==> src/pkg/tcs_pkg.sv <==
// package: register map, field layout and types of the timer channel status block
package tcs_pkg;
    // ------------------------------------------------------------
    // register offsets (byte addresses)
    // ------------------------------------------------------------
    localparam logic [7:0] TCS_OFS_COMPARE_C = 8'h1C;
    localparam logic [7:0] TCS_OFS_STATUS = 8'h20;
    localparam logic [7:0] TCS_OFS_IRQ_SET = 8'h24;
    localparam logic [7:0] TCS_OFS_IRQ_CLR = 8'h28;
    localparam logic [7:0] TCS_OFS_IRQ_VIEW = 8'h2C;
    // ------------------------------------------------------------
    // field positions
    // ------------------------------------------------------------
    localparam int TCS_NUM_EVT = 8;
    localparam int TCS_BIT_OVERFLOW = 0;
    localparam int TCS_BIT_LOAD_OVERRUN = 1;
    localparam int TCS_BIT_MATCH_A = 2;
    localparam int TCS_BIT_MATCH_B = 3;
    localparam int TCS_BIT_MATCH_C = 4;
    localparam int TCS_BIT_LOAD_A = 5;
    localparam int TCS_BIT_LOAD_B = 6;
    localparam int TCS_BIT_EXT_TRIGGER = 7;
    localparam int TCS_BIT_CLOCK_ON = 16;
    localparam int TCS_BIT_LINE_A = 17;
    localparam int TCS_BIT_LINE_B = 18;
    localparam int TCS_CMP_WIDTH = 16;
    // ------------------------------------------------------------
    // reset values
    // ------------------------------------------------------------
    localparam logic [7:0] TCS_RST_FLAGS = 8'h00;
    localparam logic [7:0] TCS_RST_MASK = 8'h00;
    localparam logic [15:0] TCS_RST_COMPARE_C = 16'h0000;
    // ------------------------------------------------------------
    // types
    // ------------------------------------------------------------
    typedef struct packed {
        logic ext_trigger;
        logic load_b;
        logic load_a;
        logic match_c;
        logic match_b;
        logic match_a;
        logic overflow;
    } tcs_evt_type;
    typedef struct packed {
        logic waveform_mode;
        logic counter_clock_on;
        logic line_a_level;
        logic line_b_level;
        logic capture_a_read;
        logic capture_b_read;
    } tcs_chan_type;
endpackage

==> src/core/tcs_status_irq.sv <==
// module: status flags, interrupt mask and bus slave of one timer channel
//
// Decided for this implementation: register access over AHB-Lite and the placing of the registers.
`timescale 1ns/10ps
`default_nettype none
module tcs_status_irq (
    // clock, reset, enable
    input wire logic hclk,
    input wire logic hresetn,
    input wire logic clk_en,
    // ahb-lite slave
    input wire logic hsel,
    input wire logic [7:0] haddr,
    input wire logic [1:0] htrans,
    input wire logic hwrite,
    input wire logic [2:0] hsize,
    input wire logic [31:0] hwdata,
    input wire logic hready,
    output logic [31:0] hrdata,
    output logic hreadyout,
    output logic hresp,
    // channel events and state
    input wire tcs_pkg::tcs_evt_type evt,
    input wire tcs_pkg::tcs_chan_type chan,
    input wire logic [15:0] compare_c_in,
    input wire logic compare_c_load,
    // interrupt
    output logic irq
);
    import tcs_pkg::*;

    // ------------------------------------------------------------
    // pin synchronisers for line levels
    // ------------------------------------------------------------
    logic [1:0] line_s1_r;
    logic [1:0] line_s2_r;
    always_ff @(posedge hclk or negedge hresetn) begin
        if (!hresetn) begin
            line_s1_r <= 2'h0;
            line_s2_r <= 2'h0;
        end else if (clk_en) begin
            line_s1_r <= {chan.line_b_level, chan.line_a_level};
            line_s2_r <= line_s1_r;
        end
    end

    // ------------------------------------------------------------
    // bus address phase capture
    // ------------------------------------------------------------
    logic ph_valid_r;
    logic ph_write_r;
    logic [7:0] ph_addr_r;
    logic take;
    assign take = hsel && hready && htrans[1];
    always_ff @(posedge hclk or negedge hresetn) begin
        if (!hresetn) begin
            ph_valid_r <= 1'b0;
            ph_write_r <= 1'b0;
            ph_addr_r <= 8'h00;
        end else if (clk_en) begin
            ph_valid_r <= take;
            ph_write_r <= hwrite;
            ph_addr_r <= haddr;
        end
    end
    logic wr_set;
    logic wr_clr;
    logic wr_cmp;
    logic rd_stat;
    assign wr_set = ph_valid_r && ph_write_r && (ph_addr_r == TCS_OFS_IRQ_SET);
    assign wr_clr = ph_valid_r && ph_write_r && (ph_addr_r == TCS_OFS_IRQ_CLR);
    assign wr_cmp = ph_valid_r && ph_write_r && (ph_addr_r == TCS_OFS_COMPARE_C);
    assign rd_stat = take && !hwrite && (haddr == TCS_OFS_STATUS);

    // ------------------------------------------------------------
    // compare c register
    // ------------------------------------------------------------
    logic [15:0] compare_c_value_r;
    always_ff @(posedge hclk or negedge hresetn) begin
        if (!hresetn) begin
            compare_c_value_r <= TCS_RST_COMPARE_C;
        end else if (clk_en) begin
            if (compare_c_load) begin
                compare_c_value_r <= compare_c_in;
            end else if (wr_cmp) begin
                compare_c_value_r <= hwdata[15:0];
            end
        end
    end

    // ------------------------------------------------------------
    // capture load tracking for overrun
    // ------------------------------------------------------------
    logic unread_a_r;
    logic unread_b_r;
    logic overrun_evt;
    assign overrun_evt = !chan.waveform_mode &&
        ((evt.load_a && unread_a_r && !chan.capture_a_read) ||
         (evt.load_b && unread_b_r && !chan.capture_b_read));
    always_ff @(posedge hclk or negedge hresetn) begin
        if (!hresetn) begin
            unread_a_r <= 1'b0;
            unread_b_r <= 1'b0;
        end else if (clk_en) begin
            if (evt.load_a && !chan.waveform_mode) begin
                unread_a_r <= 1'b1;
            end else if (chan.capture_a_read) begin
                unread_a_r <= 1'b0;
            end
            if (evt.load_b && !chan.waveform_mode) begin
                unread_b_r <= 1'b1;
            end else if (chan.capture_b_read) begin
                unread_b_r <= 1'b0;
            end
        end
    end

    // ------------------------------------------------------------
    // sticky event flags
    // ------------------------------------------------------------
    logic [7:0] ev_in;
    logic [7:0] flags_r;
    assign ev_in[TCS_BIT_OVERFLOW] = evt.overflow;
    assign ev_in[TCS_BIT_LOAD_OVERRUN] = overrun_evt;
    assign ev_in[TCS_BIT_MATCH_A] = evt.match_a && chan.waveform_mode;
    assign ev_in[TCS_BIT_MATCH_B] = evt.match_b && chan.waveform_mode;
    assign ev_in[TCS_BIT_MATCH_C] = evt.match_c;
    assign ev_in[TCS_BIT_LOAD_A] = evt.load_a && !chan.waveform_mode;
    assign ev_in[TCS_BIT_LOAD_B] = evt.load_b && !chan.waveform_mode;
    assign ev_in[TCS_BIT_EXT_TRIGGER] = evt.ext_trigger;
    genvar gi;
    generate
        for (gi = 0; gi < TCS_NUM_EVT; gi++) begin : g_flag
            always_ff @(posedge hclk or negedge hresetn) begin
                if (!hresetn) begin
                    flags_r[gi] <= TCS_RST_FLAGS[gi];
                end else if (clk_en) begin
                    if (ev_in[gi]) begin
                        flags_r[gi] <= 1'b1;
                    end else if (rd_stat) begin
                        flags_r[gi] <= 1'b0;
                    end
                end
            end
        end
    endgenerate

    // mode-gated view of flags
    logic [7:0] flags_view;
    always_comb begin
        flags_view = flags_r;
        if (chan.waveform_mode) begin
            flags_view[TCS_BIT_LOAD_OVERRUN] = 1'b0;
            flags_view[TCS_BIT_LOAD_A] = 1'b0;
            flags_view[TCS_BIT_LOAD_B] = 1'b0;
        end else begin
            flags_view[TCS_BIT_MATCH_A] = 1'b0;
            flags_view[TCS_BIT_MATCH_B] = 1'b0;
        end
    end

    // ------------------------------------------------------------
    // interrupt mask
    // ------------------------------------------------------------
    logic [7:0] mask_r;
    always_ff @(posedge hclk or negedge hresetn) begin
        if (!hresetn) begin
            mask_r <= TCS_RST_MASK;
        end else if (clk_en) begin
            if (wr_set) begin
                mask_r <= mask_r | hwdata[7:0];
            end else if (wr_clr) begin
                mask_r <= mask_r & ~hwdata[7:0];
            end
        end
    end

    always_ff @(posedge hclk or negedge hresetn) begin
        if (!hresetn) begin
            irq <= 1'b0;
        end else if (clk_en) begin
            irq <= |(flags_view & mask_r);
        end
    end

    // ------------------------------------------------------------
    // read data
    // ------------------------------------------------------------
    logic [31:0] rd_nxt;
    always_comb begin
        rd_nxt = 32'h0000_0000;
        if (haddr == TCS_OFS_STATUS) begin
            rd_nxt[7:0] = flags_view;
            rd_nxt[TCS_BIT_CLOCK_ON] = chan.counter_clock_on;
            rd_nxt[TCS_BIT_LINE_A] = line_s2_r[0];
            rd_nxt[TCS_BIT_LINE_B] = line_s2_r[1];
        end else if (haddr == TCS_OFS_IRQ_VIEW) begin
            rd_nxt[7:0] = mask_r;
        end else if (haddr == TCS_OFS_COMPARE_C) begin
            rd_nxt[15:0] = compare_c_value_r;
        end
    end
    always_ff @(posedge hclk or negedge hresetn) begin
        if (!hresetn) begin
            hrdata <= 32'h0000_0000;
        end else if (clk_en) begin
            if (take && !hwrite) begin
                hrdata <= rd_nxt;
            end
        end
    end
    always_ff @(posedge hclk or negedge hresetn) begin
        if (!hresetn) begin
            hreadyout <= 1'b1;
            hresp <= 1'b0;
        end else begin
            hreadyout <= 1'b1;
            hresp <= 1'b0;
        end
    end

    // ------------------------------------------------------------
    // checks
    // ------------------------------------------------------------
    property p_overflow_sticky;
        @(posedge hclk) disable iff (!hresetn)
        (clk_en && evt.overflow) |=> flags_r[TCS_BIT_OVERFLOW];
    endproperty
    a_overflow_sticky: assert property (p_overflow_sticky)
        else $error("overflow flag not set");

    property p_read_clears;
        @(posedge hclk) disable iff (!hresetn)
        (clk_en && rd_stat && !ev_in[TCS_BIT_MATCH_C]) |=> !flags_r[TCS_BIT_MATCH_C];
    endproperty
    a_read_clears: assert property (p_read_clears)
        else $error("status read did not clear flag");

    property p_match_a_gated;
        @(posedge hclk) disable iff (!hresetn)
        (clk_en && rd_stat && !chan.waveform_mode)
            |=> hrdata[TCS_BIT_MATCH_B:TCS_BIT_MATCH_A] == 2'h0;
    endproperty
    a_match_a_gated: assert property (p_match_a_gated)
        else $error("match flag visible in capture mode");

    property p_load_gated;
        @(posedge hclk) disable iff (!hresetn)
        (clk_en && rd_stat && chan.waveform_mode)
            |=> hrdata[TCS_BIT_LOAD_B:TCS_BIT_LOAD_A] == 2'h0 && !hrdata[TCS_BIT_LOAD_OVERRUN];
    endproperty
    a_load_gated: assert property (p_load_gated)
        else $error("load flag visible in waveform mode");

    property p_mask_set;
        @(posedge hclk) disable iff (!hresetn)
        (clk_en && wr_set) |=> mask_r == ($past(mask_r) | $past(hwdata[7:0]));
    endproperty
    a_mask_set: assert property (p_mask_set)
        else $error("mask set failed");

    property p_mask_clr;
        @(posedge hclk) disable iff (!hresetn)
        (clk_en && wr_clr) |=> mask_r == ($past(mask_r) & ~$past(hwdata[7:0]));
    endproperty
    a_mask_clr: assert property (p_mask_clr)
        else $error("mask clear failed");

    property p_irq_level;
        @(posedge hclk) disable iff (!hresetn)
        clk_en |=> irq == $past(|(flags_view & mask_r));
    endproperty
    a_irq_level: assert property (p_irq_level)
        else $error("interrupt level wrong");

    property p_trigger_sticky;
        @(posedge hclk) disable iff (!hresetn)
        (clk_en && evt.ext_trigger) ##1 (!rd_stat || !clk_en) |=> flags_r[TCS_BIT_EXT_TRIGGER];
    endproperty
    a_trigger_sticky: assert property (p_trigger_sticky)
        else $error("trigger flag lost");

    property p_match_a_set;
        @(posedge hclk) disable iff (!hresetn)
        (clk_en && evt.match_a && chan.waveform_mode) |=> flags_r[TCS_BIT_MATCH_A];
    endproperty
    a_match_a_set: assert property (p_match_a_set)
        else $error("match A flag not set");

    property p_match_b_set;
        @(posedge hclk) disable iff (!hresetn)
        (clk_en && evt.match_b && chan.waveform_mode) |=> flags_r[TCS_BIT_MATCH_B];
    endproperty
    a_match_b_set: assert property (p_match_b_set)
        else $error("match B flag not set");

    property p_match_c_set;
        @(posedge hclk) disable iff (!hresetn)
        (clk_en && evt.match_c) |=> flags_r[TCS_BIT_MATCH_C];
    endproperty
    a_match_c_set: assert property (p_match_c_set)
        else $error("match C flag not set");

    property p_load_a_set;
        @(posedge hclk) disable iff (!hresetn)
        (clk_en && evt.load_a && !chan.waveform_mode) |=> flags_r[TCS_BIT_LOAD_A];
    endproperty
    a_load_a_set: assert property (p_load_a_set)
        else $error("load A flag not set");

    property p_load_b_set;
        @(posedge hclk) disable iff (!hresetn)
        (clk_en && evt.load_b && !chan.waveform_mode) |=> flags_r[TCS_BIT_LOAD_B];
    endproperty
    a_load_b_set: assert property (p_load_b_set)
        else $error("load B flag not set");

    property p_overrun_set;
        @(posedge hclk) disable iff (!hresetn)
        (clk_en && !chan.waveform_mode && evt.load_b && unread_b_r && !chan.capture_b_read)
            |=> flags_r[TCS_BIT_LOAD_OVERRUN];
    endproperty
    a_overrun_set: assert property (p_overrun_set)
        else $error("overrun flag not set");

    property p_status_data;
        @(posedge hclk) disable iff (!hresetn)
        (clk_en && rd_stat) |=> hrdata[7:0] == $past(flags_view);
    endproperty
    a_status_data: assert property (p_status_data)
        else $error("status read data wrong");

    property p_clock_on_read;
        @(posedge hclk) disable iff (!hresetn)
        (clk_en && rd_stat) |=> hrdata[TCS_BIT_CLOCK_ON] == $past(chan.counter_clock_on);
    endproperty
    a_clock_on_read: assert property (p_clock_on_read)
        else $error("clock state bit wrong");

    property p_line_a_read;
        @(posedge hclk) disable iff (!hresetn)
        (clk_en && rd_stat) |=> hrdata[TCS_BIT_LINE_A] == $past(line_s2_r[0]);
    endproperty
    a_line_a_read: assert property (p_line_a_read)
        else $error("line A mirror wrong");

    property p_line_b_read;
        @(posedge hclk) disable iff (!hresetn)
        (clk_en && rd_stat) |=> hrdata[TCS_BIT_LINE_B] == $past(line_s2_r[1]);
    endproperty
    a_line_b_read: assert property (p_line_b_read)
        else $error("line B mirror wrong");

    property p_mask_view;
        @(posedge hclk) disable iff (!hresetn)
        (clk_en && take && !hwrite && haddr == TCS_OFS_IRQ_VIEW)
            |=> hrdata == {24'h000000, $past(mask_r)};
    endproperty
    a_mask_view: assert property (p_mask_view)
        else $error("mask view read wrong");

    property p_compare_c_read;
        @(posedge hclk) disable iff (!hresetn)
        (clk_en && take && !hwrite && haddr == TCS_OFS_COMPARE_C)
            |=> hrdata == {16'h0000, $past(compare_c_value_r)};
    endproperty
    a_compare_c_read: assert property (p_compare_c_read)
        else $error("compare C read wrong");
endmodule // tcs_status_irq
`default_nettype wire

==> config.mk <==
export PLATFORM = sky130hd
export DESIGN_NAME = tcs_status_irq
export DESIGN_NICKNAME = d
export VERILOG_FILES = /design/src/pkg/tcs_pkg.sv /design/src/core/tcs_status_irq.sv
export SDC_FILE = /design/constraint.sdc
export NUM_CORES = 1
export LEC_CHECK = 0
export ABC_AREA = 1
export BUFFER_PORTS_ARGS = -buffer_cell sky130_fd_sc_hd__buf_2
export CORE_AREA = 2 2 83 85
export CTS_CLUSTER_SIZE = 14
export DETAILED_ROUTE_END_ITERATION = 8
export DIE_AREA = 0 0 85 87
export GPL_TIMING_DRIVEN = 0
export HOLD_SLACK_MARGIN = 0.12
export MAX_ROUTING_LAYER = met4
export PLACE_DENSITY = 0.83
export SKIP_CTS_REPAIR_TIMING = 1
export SYNTH_ARGS = -nofsm -noshare
export SYNTH_HDL_FRONTEND = slang
export SYNTH_SLANG_ARGS = --single-unit
==> constraint.sdc <==
create_clock -name hclk -period 2.46 [get_ports hclk]
set_input_delay 0 -clock hclk [delete_from_list [all_inputs] [get_ports hclk]]
set_output_delay 0 -clock hclk [all_outputs]
set_load 0.005 [all_outputs]
==> results.py <==
metrics = {
    "run_status": {
        "outcome": "finished clean",
    },
    "global_routing": {
        "grt.total_usage_pct": 23.4,
        "grt_pass1_wl_microns": 13100,
        "antenna_found_initial": 0,
        "grt_max_degree": 69,
        "grt-ovfl-total": 0,
        "grt_pass1_vias": 2830,
    },
    "run": {
        "drv_cap": 0,
    },
    "detailed_routing": {
        "postRouteAntennaNets": 0,
        "dr.first_iter.drc_count": 294,
        "routed_wl_microns": 9420,
        "vias_per_cell": 5.04,
        "dr.pass1.iters": 5,
        "vias": 3500,
        "wl_per_cell_microns": 13.6,
        "drcViolationCount": 0,
    },
    "die": {
        "num_io_pins": 116,
        "dieHeight_microns": 87,
        "dieWidth_microns": 85,
        "std_cell_rows": 30,
        "start_util_pct": 52.2,
        "dieArea_sq_um": 7400,
        "design.core.area_sq_um": 6570,
    },
    "timing": {
        "rsz0062_at_grt": "no",
        "hold_viol": 0,
        "worst_pin_slew_ns": 0.849,
        "final.min_clock_period_ns": 1.97,
        "setup_viol": 0,
        "skew_ns": 0.00767,
        "post-route-period-util_pct": 80.0,
        "slew_headroom_pct": 43.4,
        "slew_violations": 0,
        "tns_ns": 0,
        "fmax_mhz": 508,
    },
    "synthesis": {
        "synth_seq_area_share_pct": 49.6,
        "yosysUniqueCellTypes": 25,
        "ys_warn_count": 0,
        "syn_avg_cell_area_sq_um": 7.70,
        "ys_ff_latch": 68,
        "syn-instance-count": 445,
        "synth_area_sq_um": 3430,
    },
    "cells_and_area": {
        "mostFrequentLayoutCells": "193 x nand2_1, 87 x buf_2, 69 x nand3_1, 68 x dfrtp_1, 61 x dlygate4sd3_1",
        "n_fill_cell": 474,
        "final_cell_area_sq_um": 4790,
        "diodes": 0,
        "seq_area_sq_um": 1700,
        "drive_gt1_share_pct": 22.6,
        "mostFrequentLayoutCell": "nand2_1",
        "nNetsFinal": 690,
        "area_growth_pct": 39.6,
        "multiInputGateArea_sq_um": 1480,
    },
    "critical_path": {
        "rrSetupSlack_ns": 0.52,
        "path_max_fanout": 2,
        "worstReg2RegStart": "unread_b_r$_DFFE_PN0P_",
        "cp-end-kind": "flop",
        "arrival_ns": 2.26,
        "cp_data_required_time_ns": 2.75,
        "critPathLaunchType": "input pin",
        "r2r_cells": 4,
        "r2r-end": "flags_r[1]$_DFFE_PN0P_",
        "path_class": "in -> reg",
    },
    "min_path": {
        "holdPathEnd": "hrdata[3]$_DFFE_PN0P_",
        "hold_path_depth": 5,
        "hold_path.startpoint": "chan[5]",
        "hold_path.class": "in -> reg",
    },
    "cts": {
        "cts_buffers": 9,
        "root_buffer": "clkbuf_8",
        "clk_latency_ns": 0.35,
        "cts_tree": "built",
        "clkTransAtPathRegs_ns": 0.08,
        "htreeDepth": 3,
        "clkSinkCount": 68,
        "clockBufferDepth": 2,
    },
    "power_and_ir_drop": {
        "irDropWorstVdd_v": 0.000326,
        "finalPower_mw": 2.52,
        "cellPowerDensity_nw_per_um2": 526,
        "power.leakage_nw": 2.65,
    },
    "placed_design": {
        "post_dp_cell_area_sq_um": 3980,
        "port_buffers": 79,
        "dpl.hpwl_microns": 5990,
        "gp_congestion": 0.902,
    },
}
-- logic make-up (layout without fill, tap and decap cells) --
family,Yosys count,count (layout),synth area share [%]
flops,68,68,49.6
simple gates,286,286,36.1
compound gates,36,36,5.55
buf+inv,53,209,8.50
other cells,2,15,0.219
-- per-stage QoR --
| step | utilization (%) | setup WS, ns | hold WS [ns] | cells |
|---|---|---|---|---|
| after floorplan | - | 1.26 | -0.296 | 458 |
| after global placement | 60.5 | 1.07 | 0.196 | 617 |
| after detailed placement | 60.5 | 1.04 | 0.156 | 617 |
| after CTS | 63.6 | 1.01 | -0.220 | 633 |
| after global routing | 72.9 | 0.403 | 0.116 | 694 |
| final | 72.9 | 0.491 | 0.0683 | 694 |
-- how the worst max path moves through the flow --
| stage | startpoint | end | slack [ns] | depth (start not counted) |
|---|---|---|---|---|
| floorplan | ph_addr_r[0]$_DFFE_PN0P_ | compare_c_value_r[12]$_DFFE_PN0P_ | 1.26 | 9 |
| global placement | ph_addr_r[7]$_DFFE_PN0P_ | compare_c_value_r[1]$_DFFE_PN0P_ | 1.07 | 7 |
| detailed placement | ph_addr_r[7]$_DFFE_PN0P_ | compare_c_value_r[3]$_DFFE_PN0P_ | 1.04 | 7 |
| CTS | ph_addr_r[7]$_DFFE_PN0P_ | flop | 1.01 | 6 |
| global route | evt[5] | flags_r[1]$_DFFE_PN0P_ | 0.40 | 7 |
| finish | evt[5] | flags_r[1]$_DFFE_PN0P_ | 0.49 | 7 |
-- critical path: stages --
cell and delay, ns:
dlygate4sd3_1 0.52, buf_2 0.10, nand3_1 0.09, or3b_1 0.35, dlygate4sd3_1 0.58, nand2_1 0.08, dlygate4sd3_1 0.54
-- report_power, final --
part	total [mW]	switching, mW	internal (mW)
sequential	1.22	0.0373	1.18
combinational	0.372	0.190	0.182
clock	0.928	0.435	0.493
-- cells in the mapped netlist --
cell      count  area (sq um)
a21oi_1       8          40.0
a21oi_2       2          17.5
and2_1        1          6.26
buf_2         9          45.0
buf_4        17           128
buf_6         2          22.5
clkbuf_1      1          3.75
conb_1        2          7.51
dfrtp_1      68          1700
inv_1        19          71.3
inv_2         4          15.0
inv_4         1          6.26
nand2_1     193           724
nand2_2       2          12.5
nand2_4       2          22.5
nand3_1      69           345
nand4_1       2          12.5
nor2_1       10          37.5
nor2_2        1          6.26
nor2_4        3          33.8
nor2_8        1          20.0
nor3b_1       1          7.51
o21a_1        1          7.51
o21ai_0      25           125
or3b_1        1          8.76
-- metal layers --
layer	track usage, %	vias to the layer above	share of wire [%]
li1	-	1715	-
met1	31.1	1609	41
met2	35.4	153	49
met3	4.45	23	7.2
met4	9.96	0	2.8
met5	-	-	0
-- cell type report --
class | instances | share of cell area, %
plain buffers | 29 | 4.16
well taps | 80 | 2.09
inverters | 24 | 1.93
flip-flops and latches | 68 | 35.5
repair buffers | 140 | 21.1
multi-input cells | 337 | 31.0
clock buffers | 10 | 2.88
clock inverters | 6 | 1.33
Power figures use the tool's default switching activity.
